### config.mk
export PLATFORM = sky130hd
export DESIGN_NAME = ext_bus_ctrl
export DESIGN_NICKNAME = d
export VERILOG_FILES = /design/src/shared/ext_bus_pkg.sv /design/src/rtl/pin_sync.sv /design/src/rtl/ext_bus_ctrl.sv
export SDC_FILE = /design/constraint.sdc
export NUM_CORES = 1
export LEC_CHECK = 0
export BUFFER_PORTS_ARGS = -buffer_cell sky130_fd_sc_hd__buf_2
export CAP_MARGIN = 0
export CORE_ASPECT_RATIO = 0.9
export CORE_MARGIN = 5
export CORE_UTILIZATION = 45
export CTS_CLUSTER_SIZE = 20
export DETAILED_ROUTE_END_ITERATION = 10
export GPL_ROUTABILITY_DRIVEN = 0
export PLACE_DENSITY_LB_ADDON = 0.2
export SLEW_MARGIN = 10
export SYNTH_ARGS = -nofsm -noshare
export SYNTH_HDL_FRONTEND = slang
export SYNTH_SLANG_ARGS = --single-unit
### constraint.sdc
create_clock -name ref_clk_i -period 3.1 [get_ports ref_clk_i]
set_clock_uncertainty 0.1 [all_clocks]
set_input_delay 0 -clock ref_clk_i [delete_from_list [all_inputs] [get_ports ref_clk_i]]
set_output_delay 0 -clock ref_clk_i [all_outputs]
set_load 0.01 [all_outputs]
### src/shared/ext_bus_pkg.sv
// Constants and types for the external memory bus controller
package ext_bus_pkg;
	// Reset and configuration sequence
	localparam int RESET_MIN_STATES = 16;
	localparam int RESET_SEQ_STATES = 10;
	localparam logic [15:0] CFG_ADDR0 = 16'h2018;
	localparam logic [15:0] CFG_ADDR1 = 16'h201A;
	localparam logic [15:0] START_ADDR = 16'h2080;
	// Fields of the first configuration byte
	localparam int CFG0_WIDTH_BIT = 1;
	localparam int CFG0_WRMODE_BIT = 2;
	localparam int CFG0_ADV_BIT = 3;
	localparam int CFG0_WAIT_LSB = 4;
	// Fields of the second configuration byte
	localparam int CFG1_WIDTH_BIT = 2;
	// Values after reset
	localparam logic [7:0] CFG0_RESET = 8'h02;
	localparam logic [7:0] CFG1_RESET = 8'h04;
	localparam logic [15:0] PSW_RESET = 16'h0000;
	// Wait-state limit field width
	localparam int WAIT_W = 2;
	// Bus cycle phases, each one state time (two oscillator periods)
	typedef enum logic [4:0] {
		PH_IDLE = 5'h01,
		PH_ADDR = 5'h02,
		PH_DATA = 5'h04,
		PH_WAIT = 5'h08,
		PH_END = 5'h10
	} bus_phase_t;
	// Reset sequence states
	typedef enum logic [3:0] {
		SQ_HOLD = 4'h1,
		SQ_CFG0 = 4'h2,
		SQ_CFG1 = 4'h4,
		SQ_RUN = 4'h8
	} seq_state_t;
endpackage

### src/rtl/pin_sync.sv
// Three-stage input synchroniser with agreement filter
`timescale 1ns/10ps
module pin_sync (
	input wire logic ref_clk_i,
	input wire logic rstn_i,
	input wire logic pin_i,
	input wire logic rst_val_i,
	output logic level_o
);
	logic s1_q;
	logic s2_q;
	logic s3_q;
	// Chain; first stage only feeds the second
	always_ff @(posedge ref_clk_i or negedge rstn_i) begin
		if (!rstn_i) begin
			s1_q <= 1'b0;
			s2_q <= 1'b0;
			s3_q <= 1'b0;
		end else begin
			s1_q <= pin_i;
			s2_q <= s1_q;
			s3_q <= s2_q;
		end
	end
	// Change counts once stages two and three agree
	always_ff @(posedge ref_clk_i or negedge rstn_i) begin
		if (!rstn_i) begin
			level_o <= 1'b0;
		end else if (s2_q == s3_q) begin
			level_o <= s3_q;
		end
	end
	logic unused_rst;
	assign unused_rst = rst_val_i;
endmodule

### src/rtl/ext_bus_ctrl.sv
// External memory bus control: bus clock, strobes, width, reset config fetch
`timescale 1ns/10ps
module ext_bus_ctrl
	import ext_bus_pkg::*;
(
	input wire logic ref_clk_i,
	input wire logic rstn_i,
	// Core request side
	input wire logic req_i,
	input wire logic req_write_i,
	input wire logic req_fetch_i,
	input wire logic req_word_i,
	input wire logic [15:0] req_addr_i,
	input wire logic [15:0] req_wdata_i,
	input wire logic req_internal_range_i,
	output logic req_done_o,
	output logic [15:0] req_rdata_o,
	output logic req_internal_o,
	// Pin-side inputs
	input wire logic width_select_in_i,
	input wire logic ready_i,
	input wire logic external_access_sel_n_i,
	input wire logic [15:0] ad_in_i,
	// Pin function selects and port-mode values
	input wire logic [7:0] pin_func_en_i,
	input wire logic [7:0] general_port_io_i,
	// Pins
	output logic bus_clock_out_o,
	output logic addr_strobe_o,
	output logic rd_n_o,
	output logic write_low_strobe_n_o,
	output logic write_high_strobe_n_o,
	output logic fetch_indicator_o,
	output logic [15:0] ad_out_o,
	output logic ad_oe_n_o,
	// Status
	output logic [7:0] chip_config_byte0_o,
	output logic [7:0] chip_config_byte1_o,
	output logic [15:0] processor_status_word_o,
	output logic [15:0] start_pc_o,
	output logic seq_busy_o
);
	logic ph_q;
	logic state_en;
	logic clk_q;
	logic width_s;
	logic ready_s;
	logic ea_s;
	logic ea_latched_q;
	logic ea_capture_q;
	bus_phase_t phase_q;
	seq_state_t seq_q;
	logic [3:0] seq_cnt_q;
	logic [7:0] cfg0_q;
	logic [7:0] cfg1_q;
	logic [WAIT_W-1:0] wait_cnt_q;
	logic cyc_write_q;
	logic cyc_fetch_q;
	logic cyc_wide_q;
	logic cyc_a0_q;
	logic cyc_hi_q;
	logic [15:0] cyc_addr_q;
	logic [15:0] cyc_wdata_q;
	logic cyc_is_cfg_q;
	logic bus_strobe;
	logic adv_mode;
	logic [WAIT_W-1:0] wait_lim;
	logic cfg_req;
	logic [15:0] cfg_addr;
	logic core_ext;
	logic start_cycle;

	pin_sync u_sync_width (.ref_clk_i(ref_clk_i), .rstn_i(rstn_i),
		.pin_i(width_select_in_i), .rst_val_i(1'b0), .level_o(width_s));
	pin_sync u_sync_ready (.ref_clk_i(ref_clk_i), .rstn_i(rstn_i),
		.pin_i(ready_i), .rst_val_i(1'b0), .level_o(ready_s));
	pin_sync u_sync_ea (.ref_clk_i(ref_clk_i), .rstn_i(rstn_i),
		.pin_i(external_access_sel_n_i), .rst_val_i(1'b0), .level_o(ea_s));

	// State-time divider; starts at release so the bus clock is resynced
	always_ff @(posedge ref_clk_i or negedge rstn_i) begin
		if (!rstn_i) begin
			ph_q <= 1'b0;
		end else begin
			ph_q <= ~ph_q;
		end
	end
	assign state_en = ph_q;

	// Bus clock: toggles every oscillator cycle, equal halves
	always_ff @(posedge ref_clk_i or negedge rstn_i) begin
		if (!rstn_i) begin
			clk_q <= 1'b0;
		end else begin
			clk_q <= ~ph_q;
		end
	end

	// Access select caught once the synchroniser has settled after release
	always_ff @(posedge ref_clk_i or negedge rstn_i) begin
		if (!rstn_i) begin
			ea_latched_q <= 1'b0;
			ea_capture_q <= 1'b1;
		end else if (ea_capture_q && seq_q == SQ_CFG0 && seq_cnt_q >= 4'h2) begin
			ea_latched_q <= ea_s;
			ea_capture_q <= 1'b0;
		end
	end

	// Configuration fetch is always external since the on-chip map is unknown yet
	assign cfg_req = (seq_q == SQ_CFG0) || (seq_q == SQ_CFG1);
	assign cfg_addr = (seq_q == SQ_CFG0) ? CFG_ADDR0 : CFG_ADDR1;
	// Low select sends the on-chip range off chip
	assign core_ext = req_i && (!req_internal_range_i || !ea_latched_q);
	assign start_cycle = state_en && phase_q == PH_IDLE &&
		((cfg_req && seq_cnt_q >= 4'h2) || (seq_q == SQ_RUN && core_ext));
	assign adv_mode = cfg0_q[CFG0_ADV_BIT];
	assign wait_lim = cfg0_q[CFG0_WAIT_LSB +: WAIT_W];

	// Reset sequence: ten state times, two config reads, then run
	always_ff @(posedge ref_clk_i or negedge rstn_i) begin
		if (!rstn_i) begin
			seq_q <= SQ_HOLD;
			seq_cnt_q <= 4'h0;
			processor_status_word_o <= PSW_RESET;
			start_pc_o <= 16'h0000;
		end else if (state_en && seq_q != SQ_RUN) begin
			seq_cnt_q <= seq_cnt_q + 4'h1;
			unique case (seq_q)
				SQ_HOLD: begin
					processor_status_word_o <= PSW_RESET;
					seq_q <= SQ_CFG0;
				end
				SQ_CFG0: begin
					if (phase_q == PH_END) seq_q <= SQ_CFG1;
				end
				SQ_CFG1: begin
					if (phase_q == PH_END && seq_cnt_q >= 4'(RESET_SEQ_STATES - 1)) begin
						seq_q <= SQ_RUN;
						start_pc_o <= START_ADDR;
					end
				end
				SQ_RUN: begin
					seq_q <= SQ_RUN;
				end
			endcase
		end
	end

	// Bus cycle phases, one state time each
	always_ff @(posedge ref_clk_i or negedge rstn_i) begin
		if (!rstn_i) begin
			phase_q <= PH_IDLE;
			wait_cnt_q <= '0;
		end else if (state_en) begin
			unique case (phase_q)
				PH_IDLE: if (start_cycle) phase_q <= PH_ADDR;
				PH_ADDR: begin
					phase_q <= PH_DATA;
					wait_cnt_q <= '0;
				end
				PH_DATA, PH_WAIT: begin
					// Ready low before the falling edge stalls, capped by config
					if (!ready_s && wait_cnt_q < wait_lim) begin
						phase_q <= PH_WAIT;
						wait_cnt_q <= wait_cnt_q + WAIT_W'(1);
					end else begin
						phase_q <= PH_END;
					end
				end
				PH_END: phase_q <= PH_IDLE;
			endcase
		end
	end

	// Latch cycle attributes at cycle start
	always_ff @(posedge ref_clk_i or negedge rstn_i) begin
		if (!rstn_i) begin
			cyc_write_q <= 1'b0;
			cyc_fetch_q <= 1'b0;
			cyc_wide_q <= 1'b0;
			cyc_a0_q <= 1'b0;
			cyc_hi_q <= 1'b0;
			cyc_addr_q <= 16'h0000;
			cyc_wdata_q <= 16'h0000;
			cyc_is_cfg_q <= 1'b0;
		end else if (start_cycle) begin
			cyc_is_cfg_q <= cfg_req;
			cyc_write_q <= cfg_req ? 1'b0 : req_write_i;
			cyc_fetch_q <= cfg_req ? 1'b0 : req_fetch_i && !req_write_i;
			cyc_addr_q <= cfg_req ? cfg_addr : req_addr_i;
			cyc_wdata_q <= req_wdata_i;
			cyc_a0_q <= cfg_req ? 1'b0 : req_addr_i[0];
			cyc_hi_q <= cfg_req ? 1'b0 : (req_word_i || req_addr_i[0]);
			// Width: pin, fixed 16 or fixed 8; both clear also gives fixed 8
			unique case ({cfg0_q[CFG0_WIDTH_BIT], cfg1_q[CFG1_WIDTH_BIT]})
				2'b11: cyc_wide_q <= width_s;
				2'b10: cyc_wide_q <= 1'b1;
				2'b01: cyc_wide_q <= 1'b0;
				2'b00: cyc_wide_q <= 1'b0;
			endcase
		end
	end

	// Configuration bytes loaded from the first two external reads
	always_ff @(posedge ref_clk_i or negedge rstn_i) begin
		if (!rstn_i) begin
			cfg0_q <= CFG0_RESET;
			cfg1_q <= CFG1_RESET;
		end else if (state_en && phase_q == PH_END && cyc_is_cfg_q) begin
			if (seq_q == SQ_CFG0) cfg0_q <= ad_in_i[7:0];
			else cfg1_q <= ad_in_i[7:0];
		end
	end

	assign bus_strobe = phase_q != PH_IDLE;

	// Pin drivers; a disabled function falls back to its port value
	always_ff @(posedge ref_clk_i or negedge rstn_i) begin
		if (!rstn_i) begin
			bus_clock_out_o <= 1'b0;
			addr_strobe_o <= 1'b0; // Latch-pulse form after reset, so idle is low
			rd_n_o <= 1'b1;
			write_low_strobe_n_o <= 1'b1;
			write_high_strobe_n_o <= 1'b1;
			fetch_indicator_o <= 1'b0;
			ad_out_o <= 16'h0000;
			ad_oe_n_o <= 1'b1;
		end else begin
			bus_clock_out_o <= pin_func_en_i[0] ? clk_q : general_port_io_i[0];
			// Latch pulse in address phase, or valid low for whole cycle
			if (pin_func_en_i[1])
				addr_strobe_o <= adv_mode ? !bus_strobe
					: (phase_q == PH_ADDR && !ph_q);
			else
				addr_strobe_o <= general_port_io_i[1];
			if (pin_func_en_i[2])
				rd_n_o <= !(bus_strobe && phase_q != PH_ADDR && !cyc_write_q);
			else
				rd_n_o <= general_port_io_i[2];
			// Write-all form or even-byte-only form
			if (pin_func_en_i[3])
				write_low_strobe_n_o <= !((phase_q == PH_DATA || phase_q == PH_WAIT)
					&& cyc_write_q && (!cfg0_q[CFG0_WRMODE_BIT] || !cyc_a0_q));
			else
				write_low_strobe_n_o <= general_port_io_i[3];
			// High byte enable, or odd-byte write strobe, 16-bit cycles only
			if (pin_func_en_i[4])
				write_high_strobe_n_o <= cfg0_q[CFG0_WRMODE_BIT]
					? !((phase_q == PH_DATA || phase_q == PH_WAIT) && cyc_write_q
						&& cyc_wide_q && cyc_hi_q)
					: !(bus_strobe && cyc_wide_q && cyc_hi_q);
			else
				write_high_strobe_n_o <= general_port_io_i[4];
			if (pin_func_en_i[5])
				fetch_indicator_o <= bus_strobe && cyc_fetch_q;
			else
				fetch_indicator_o <= general_port_io_i[5];
			// Address then write data on the shared lines
			ad_out_o <= (phase_q == PH_ADDR) ? cyc_addr_q : cyc_wdata_q;
			ad_oe_n_o <= !(phase_q == PH_ADDR || (bus_strobe && cyc_write_q));
		end
	end

	// Completion back to the core
	always_ff @(posedge ref_clk_i or negedge rstn_i) begin
		if (!rstn_i) begin
			req_done_o <= 1'b0;
			req_rdata_o <= 16'h0000;
			req_internal_o <= 1'b0;
			seq_busy_o <= 1'b1;
			chip_config_byte0_o <= CFG0_RESET;
			chip_config_byte1_o <= CFG1_RESET;
		end else begin
			req_done_o <= state_en && phase_q == PH_END && !cyc_is_cfg_q;
			if (state_en && phase_q == PH_END)
				req_rdata_o <= cyc_wide_q ? ad_in_i : {8'h00, ad_in_i[7:0]};
			// Internal hit: no strobes, fetch flag stays low
			req_internal_o <= seq_q == SQ_RUN && req_i && !core_ext;
			seq_busy_o <= seq_q != SQ_RUN;
			chip_config_byte0_o <= cfg0_q;
			chip_config_byte1_o <= cfg1_q;
		end
	end
endmodule

== Word-level counts from Yosys, hierarchy flattened ==
Index checks and enable logic that the tools add are counted.
Word-level totals
  register bits after elaboration: 143
  output and inout bits: 90
  word-level logic and storage cells: 158
Cells by class
  $add $sub $neg: 2
  $lt $le $gt $ge: 3
  equality and inequality tests: 22
  mux-type cells: 25
  bitwise logic cells: 2
  reduce and logical (&&, ||, !) cells: 60
Operators with widths (number)
  $mux 16: 3
  $logic_and 1x1->1: 27
  $pmux 5 s4: 1
  $logic_not 1->1: 16
  $pmux 4 s4: 1
  $mux 1: 12
  $mux 5: 2
  $reduce_and 3->1: 3
  $mux 4: 2
  $logic_or 1x1->1: 7
  $reduce_and 2->1: 3
  $eq 5x1->1 const B: 1
  $eq 5x2->1 const B: 1
  $eq 5x3->1 const B: 1
  $eq 5x4->1 const B: 1
  $eq 5x5->1 const B: 1
  $ne 5x1->1 const B: 1
  $ne 5x2->1 const B: 1
  $add 4x1->4 const B: 1
  $eq 2x2->1 const B: 2
  $eq 4x1->1 const B: 1
  $eq 4x2->1 const B: 1
  $eq 4x3->1 const B: 1
  $eq 4x4->1 const B: 1
  other kinds (16): 23

== Depth between registers and ports, before layout ==
  word-level depth: 8
  gate-level depth with buffers: 7

== Modules after synthesis ==
Synthesis repeated with hierarchy kept, for this count alone.
Unflattened totals
  cells, all modules: 416
  area, all modules: 5683.0 um^2
Modules (own cells, without submodules)
  ext_bus_ctrl: instances 1, cells each 401, area an instance 5348.9 um^2, sequential area each 3268.1 um^2
  pin_sync: instances 3, cells each 5, area an instance 111.4 um^2, sequential area each 100.1 um^2

== Worst setup path before layout ==
Ideal clock, no wire load.
  kind: register -> register
  from: register seq_cnt_q[0]
  to: register cyc_wdata_q[10]
  data arrival time: 1999 ps
  required time: 2875 ps
  path slack: 876 ps
  stages on the path, launching flop included: 8
  path buffers: 1
  path through: dfrtp_1 -> inv_1 -> ha_1 -> nor4_1 -> or4_4 -> a211oi_4 -> buf_6 -> mux2_2
Between the ends
  cells in the longest elaborated chain, start to end: 4
Ends and longest elaborated chain
  start: declaration: line ext_bus_ctrl.sv:53  | logic [3:0] seq_cnt_q;
  start signal: assignment: line ext_bus_ctrl.sv:128  | seq_cnt_q <= seq_cnt_q + 4'h1;
  $ge 4x2->1: line ext_bus_ctrl.sv:116  | ((cfg_req && seq_cnt_q >= 4'h2) || (seq_q == SQ_RUN && core_ext));
  $logic_and 1x1->1: line ext_bus_ctrl.sv:116
  $logic_or 1x1->1: line ext_bus_ctrl.sv:116
  $logic_and 1x1->1: line ext_bus_ctrl.sv:115  | assign start_cycle = state_en && phase_q == PH_IDLE &&
  end signal: assignment: line ext_bus_ctrl.sv:192  | cyc_wdata_q <= req_wdata_i;
  end: declaration: line ext_bus_ctrl.sv:63  | logic [15:0] cyc_wdata_q;
No other way between the ends.
A chain may end at the register's enable or synchronous reset.

== Final worst setup path ==
  from: register phase_q[0]
  to: register write_high_strobe_n_o
Between the ends
  cells in the longest elaborated chain, start to end: 8
  elaborated cells on any way between the ends: 13
  those cells by class: eq/ne (3); mux (2); reduce/logical (8)
Ends and longest elaborated chain
  start: declaration: line ext_bus_ctrl.sv:51  | bus_phase_t phase_q;
  start signal: assignment: line ext_bus_ctrl.sv:153  | phase_q <= PH_IDLE;
  start signal: assignment: line ext_bus_ctrl.sv:157  | PH_IDLE: if (start_cycle) phase_q <= PH_ADDR;
  start signal: assignment: line ext_bus_ctrl.sv:159  | phase_q <= PH_DATA;
  $eq 5x3->1 or $eq 5x4->1 (tied branches): line ext_bus_ctrl.sv:250  | ? !((phase_q == PH_DATA || phase_q == PH_WAIT) && cyc_write_q
  $logic_or 1x1->1: line ext_bus_ctrl.sv:250
  $logic_and 1x1->1: line ext_bus_ctrl.sv:250
  $logic_and 1x1->1 (2 in a row): line ext_bus_ctrl.sv:251  | && cyc_wide_q && cyc_hi_q)
  $logic_not 1->1: line ext_bus_ctrl.sv:250
  $mux 1 (*): line ext_bus_ctrl.sv:250
  $mux 1 (*): line ext_bus_ctrl.sv:248  | if (pin_func_en_i[4])
  end signal: assignment: line ext_bus_ctrl.sv:249  | write_high_strobe_n_o <= cfg0_q[CFG0_WRMODE_BIT]
  end signal: assignment: line ext_bus_ctrl.sv:254  | write_high_strobe_n_o <= general_port_io_i[4];
  end: declaration: line ext_bus_ctrl.sv:32  | output logic write_high_strobe_n_o,
Mark *: on every way between the ends. The rest lies on a longest branch, timed or not.

==> results.md <==
- Insertion delay to the later sink of the worst-skew pair: 410 ps
- DRC violations left: 0
- Ranking of synthesized cells by area: sky130_fd_sc_hd__dfrtp_1 (58%), sky130_fd_sc_hd__mux2_2 (12%), sky130_fd_sc_hd__dfstp_2 (5.6%)
- Critical Setup Path Class: flop to flop
- First-pass DRT Iterations: 4
- Routed wire length: 12.6 mm
- Final Hold Vio Count: 0
- Final antenna diode count: 0
- Type of origin of the critical path: flop
- Starting utilization of the core area: 46.2%
- Number of buffers and inverters on the critical path: 1
- Distinct cells, synth: 49
- Cell depth of the worst flop-to-flop path: 5
- #FFs+latches synth: 142
- Worst Path Required: 3360 ps
- Worst reg2reg setup slack: 240 ps
- CTS H-Tree Depth: 4
- Max_slew headroom: 59.2%
- Status: completed
- Sequential share of the synthesized area: 63.7%
- Path type of the worst min-delay path: input port to asynchronous set/reset pin
- Total CTS buffers: 17
- Total die area: 14800 um2
- Area of the mapped netlist: 5600 um2
- Fin nets: 697
- Worst Max-Slew Pin Slew: 609 ps
- DP Wirelength: 8.20 mm
- Number of clock sinks: 142
- Gate family responsible for the most delay along the worst path: simple AND/OR/NAND/NOR gates
- Number of maximum-capacitance violations: 0
- Cell-by-cell listing of the critical path: or4b_1 > nor2_1 > o2bb2ai_1 > a41oi_1 > dlygate4sd3_1
- Slowest library cell on the worst path: sky130_fd_sc_hd__or4b_1
- Net Sw Frac: 28.2%
- Pin count of the biggest net entering global routing: 60
- Worst stage delay on the critical path: 600 ps
- Cell internal pwr: 4.85 mW
- Detail-routed via count per cell: 4.76
- Reported net switching power: 1.91 mW
- Clock-pin slew on the worst setup and hold paths: 60 ps
- Number of global-route vias before repair: 4004
- Arrival time at the worst endpoint: 3120 ps
- Setup Total Neg Slack: 0 ps
- Core outline area: 12100 um2
- Boundary pin count: 164
- Highest attainable clock frequency: 349 MHz
- Synthesis-to-layout area growth: 37.6%
- Antenna violations before repair: 0
- Share of flip-flops with an asynchronous set or reset after synthesis: 100%
- Critical path endpoint category: flop
- Logic pwr share: 25.5%
- Fraction of final layout cells with drive strength greater than 1: 41.4%
- CTS tree: done
- Top post-synthesis cells by count: sky130_fd_sc_hd__dfrtp_1 (130), sky130_fd_sc_hd__mux2_2 (58), sky130_fd_sc_hd__buf_4 (31)
- Wire length of the first global-routing pass: 20.2 mm
- Gate Count Post-Synth: 408
- Clock share of power: 33.5%
- Reg2Reg Launch Point: phase_q[0]
- RSZ-0062 raised after global routing: false
- Number of port buffers: 129
- Post-route cell area: 7710 um2
- Warnings from Yosys: 0
- Most common flop cell mapped by yosys: sky130_fd_sc_hd__dfrtp_1
- Power density over the cells: 877 nW/um2
- FF-to-FF End: write_high_strobe_n_o
- Max-slew violations: 0
- Global-route congestion overflow total: 0
- Chip Width: 128 um
- Vertical extent of the die: 116 um
- Master cell of the clock root buffer: sky130_fd_sc_hd__clkbuf_16
- Antenna-violating nets left: 0
- Total via count after detailed routing: 3765
- Max Buffers Root-to-Sink: 2
- Top cell type's share of synthesized area: 58.1%
- Placed Area: 6340 um2
- Count of flip-flops with a built-in enable after synthesis: 0
- Number of DRC violations after detailed-routing iteration 0: 179
- Final Cycle Share: 92.3%
- Worst ir drop on vdd: 456 uV
- Combined global-route utilization of all metal layers: 17.7%
- Count of endpoints failing setup in the final report: 0
- Clock period minus final worst setup slack: 2860 ps
- Final Hold Slack: 14.4 ps
- Maximum fanout along the worst path: 6
- Static power due to leakage: 3.61 nW
- Largest area contributor in the synthesized netlist: sky130_fd_sc_hd__dfrtp_1
- Rows: 38
- Most instantiated library cell after synthesis: sky130_fd_sc_hd__dfrtp_1
- Synth Area per Inst: 13.7 um2
- Reg power frac: 41.0%
- Detail-routed net length per standard cell: 15.9 um
-- state kept, by name, summed over array words and instances, names as in the netlist, 2 cells and up --
signal / flops
ad_out_o: 16
cyc_addr_q: 16
cyc_wdata_q: 16
req_rdata_o: 16
cfg0_q: 8
cfg1_q: 8
chip_config_byte0_o: 8
chip_config_byte1_o: 8
phase_q: 5
seq_cnt_q: 4
seq_q: 4
wait_cnt_q: 2
-- area by class of cell --
class / count / area, um2
fillers: 918 / 4410
flip-flops and latches: 142 / 3570
multi-input cells: 235 / 1780
repair buffers: 207 / 1440
clock buffers: 20 / 467
clock inverters: 12 / 206
well taps: 160 / 200
inverters: 15 / 56.3
-- cells in the final DEF, fill, tap and decap left out, types with 2 or more instances in the layout --
cell type                       synthesis  routed
sky130_fd_sc_hd__nor4b_2                2       2
sky130_fd_sc_hd__clkbuf_8               0       3
sky130_fd_sc_hd__a22o_1                 3       3
sky130_fd_sc_hd__a21oi_1                6       6
sky130_fd_sc_hd__buf_4                 31       6
sky130_fd_sc_hd__a41oi_1                2       2
sky130_fd_sc_hd__nor3_1                 3       3
sky130_fd_sc_hd__dlygate4sd3_1          0      70
sky130_fd_sc_hd__clkinvlp_4             0       3
sky130_fd_sc_hd__o21ai_0               14      14
sky130_fd_sc_hd__inv_1                 15      15
sky130_fd_sc_hd__clkbuf_16              0      17
sky130_fd_sc_hd__maj3_1                 3       3
sky130_fd_sc_hd__buf_2                  3     128
sky130_fd_sc_hd__or4b_2                 2       2
sky130_fd_sc_hd__conb_1                 1      30
sky130_fd_sc_hd__or4b_1                 2       2
sky130_fd_sc_hd__xnor2_1                5       5
sky130_fd_sc_hd__dfstp_2               12      12
sky130_fd_sc_hd__buf_12                 0       2
sky130_fd_sc_hd__a22o_2                13      13
sky130_fd_sc_hd__nand4_1                2       2
sky130_fd_sc_hd__nand3_1                5       5
sky130_fd_sc_hd__mux2i_1                2       2
sky130_fd_sc_hd__o2bb2ai_1              2       2
sky130_fd_sc_hd__o22ai_1                3       3
sky130_fd_sc_hd__nor4b_1                2       2
sky130_fd_sc_hd__nor4_1                 4       4
sky130_fd_sc_hd__mux2_1                 2       2
sky130_fd_sc_hd__nand2_1               27      27
sky130_fd_sc_hd__or3_1                  2       2
sky130_fd_sc_hd__o22a_1                 4       4
sky130_fd_sc_hd__nor2b_1                3       3
sky130_fd_sc_hd__dfrtp_1              130     130
sky130_fd_sc_hd__bufinv_16              0       5
sky130_fd_sc_hd__ha_1                   5       5
sky130_fd_sc_hd__and2_1                 2       2
sky130_fd_sc_hd__nor2_1                14      14
sky130_fd_sc_hd__mux2_2                58      58
-- routing by layer --
layer	vias to the layer above	wire (um)	GRT usage [%]
li1	1795	-	-
met4	0	180	6.15
met1	1833	5380	22.5
met3	16	846	5.16
met5	-	0	0
met2	121	6190	29.2
-- worst max path at each step --
| stage | startpoint | end | slack, ps | cells after the start |
|---|---|---|---|---|
| finish | phase_q[0] | write_high_strobe_n_o | 240 | 5 |
| global route | phase_q[0] | write_high_strobe_n_o | 110 | 5 |
| CTS | phase_q[0] | addr_strobe_o | 280 | 5 |
| detailed placement | seq_cnt_q[0] | cyc_wdata_q[4] | 510 | 7 |
| global placement | seq_cnt_q[0] | cyc_wdata_q[12] | 610 | 7 |
| floorplan | seq_cnt_q[0] | cyc_wdata_q[10] | 880 | 7 |
-- power by group through the flow --
stage,registers (mW),clock network (mW),logic (mW)
2_1_floorplan,2.88,0,0.941
3_3_place_gp,2.77,0,1.62
3_5_place_dp,2.80,0,1.67
4_1_cts,2.78,2.31,1.75
5_1_grt,2.84,2.38,1.89
6_report,2.77,2.26,1.73
-- cells by family (layout without fill, tap and decap cells) --
logic type | count (synthesis) | after routing | synth area share (%)
mux | 62 | 62 | 12.4
fa+ha+maj | 8 | 8 | 1.65
xor+xnor | 5 | 5 | 0.782
simple gates | 75 | 75 | 7.26
compound gates | 55 | 55 | 7.57
other cells | 1 | 30 | 0.0669
buf+inv | 60 | 254 | 6.57
flops | 142 | 142 | 63.7
-- metrics by stage --
step | worst slack, ps | cells | util (%) | total power [mW]
after floorplan | 876 | 437 | - | 3.82
final | 239 | 791 | 63.6 | 6.76
after global placement | 606 | 689 | 52.3 | 4.39
after detailed placement | 513 | 689 | 52.3 | 4.47
after CTS | 278 | 791 | 63.6 | 6.83
after global routing | 110 | 791 | 63.6 | 7.11
-- what timing repair did --
item / 4_1_cts / 5_1_grt
hold buffers: 70 / 0
hold endpoints to repair: 184 / 0
resized for setup: 0 / 0
setup buffers: 0 / 0
No activity file was read; power rests on OpenSTA's default activity.
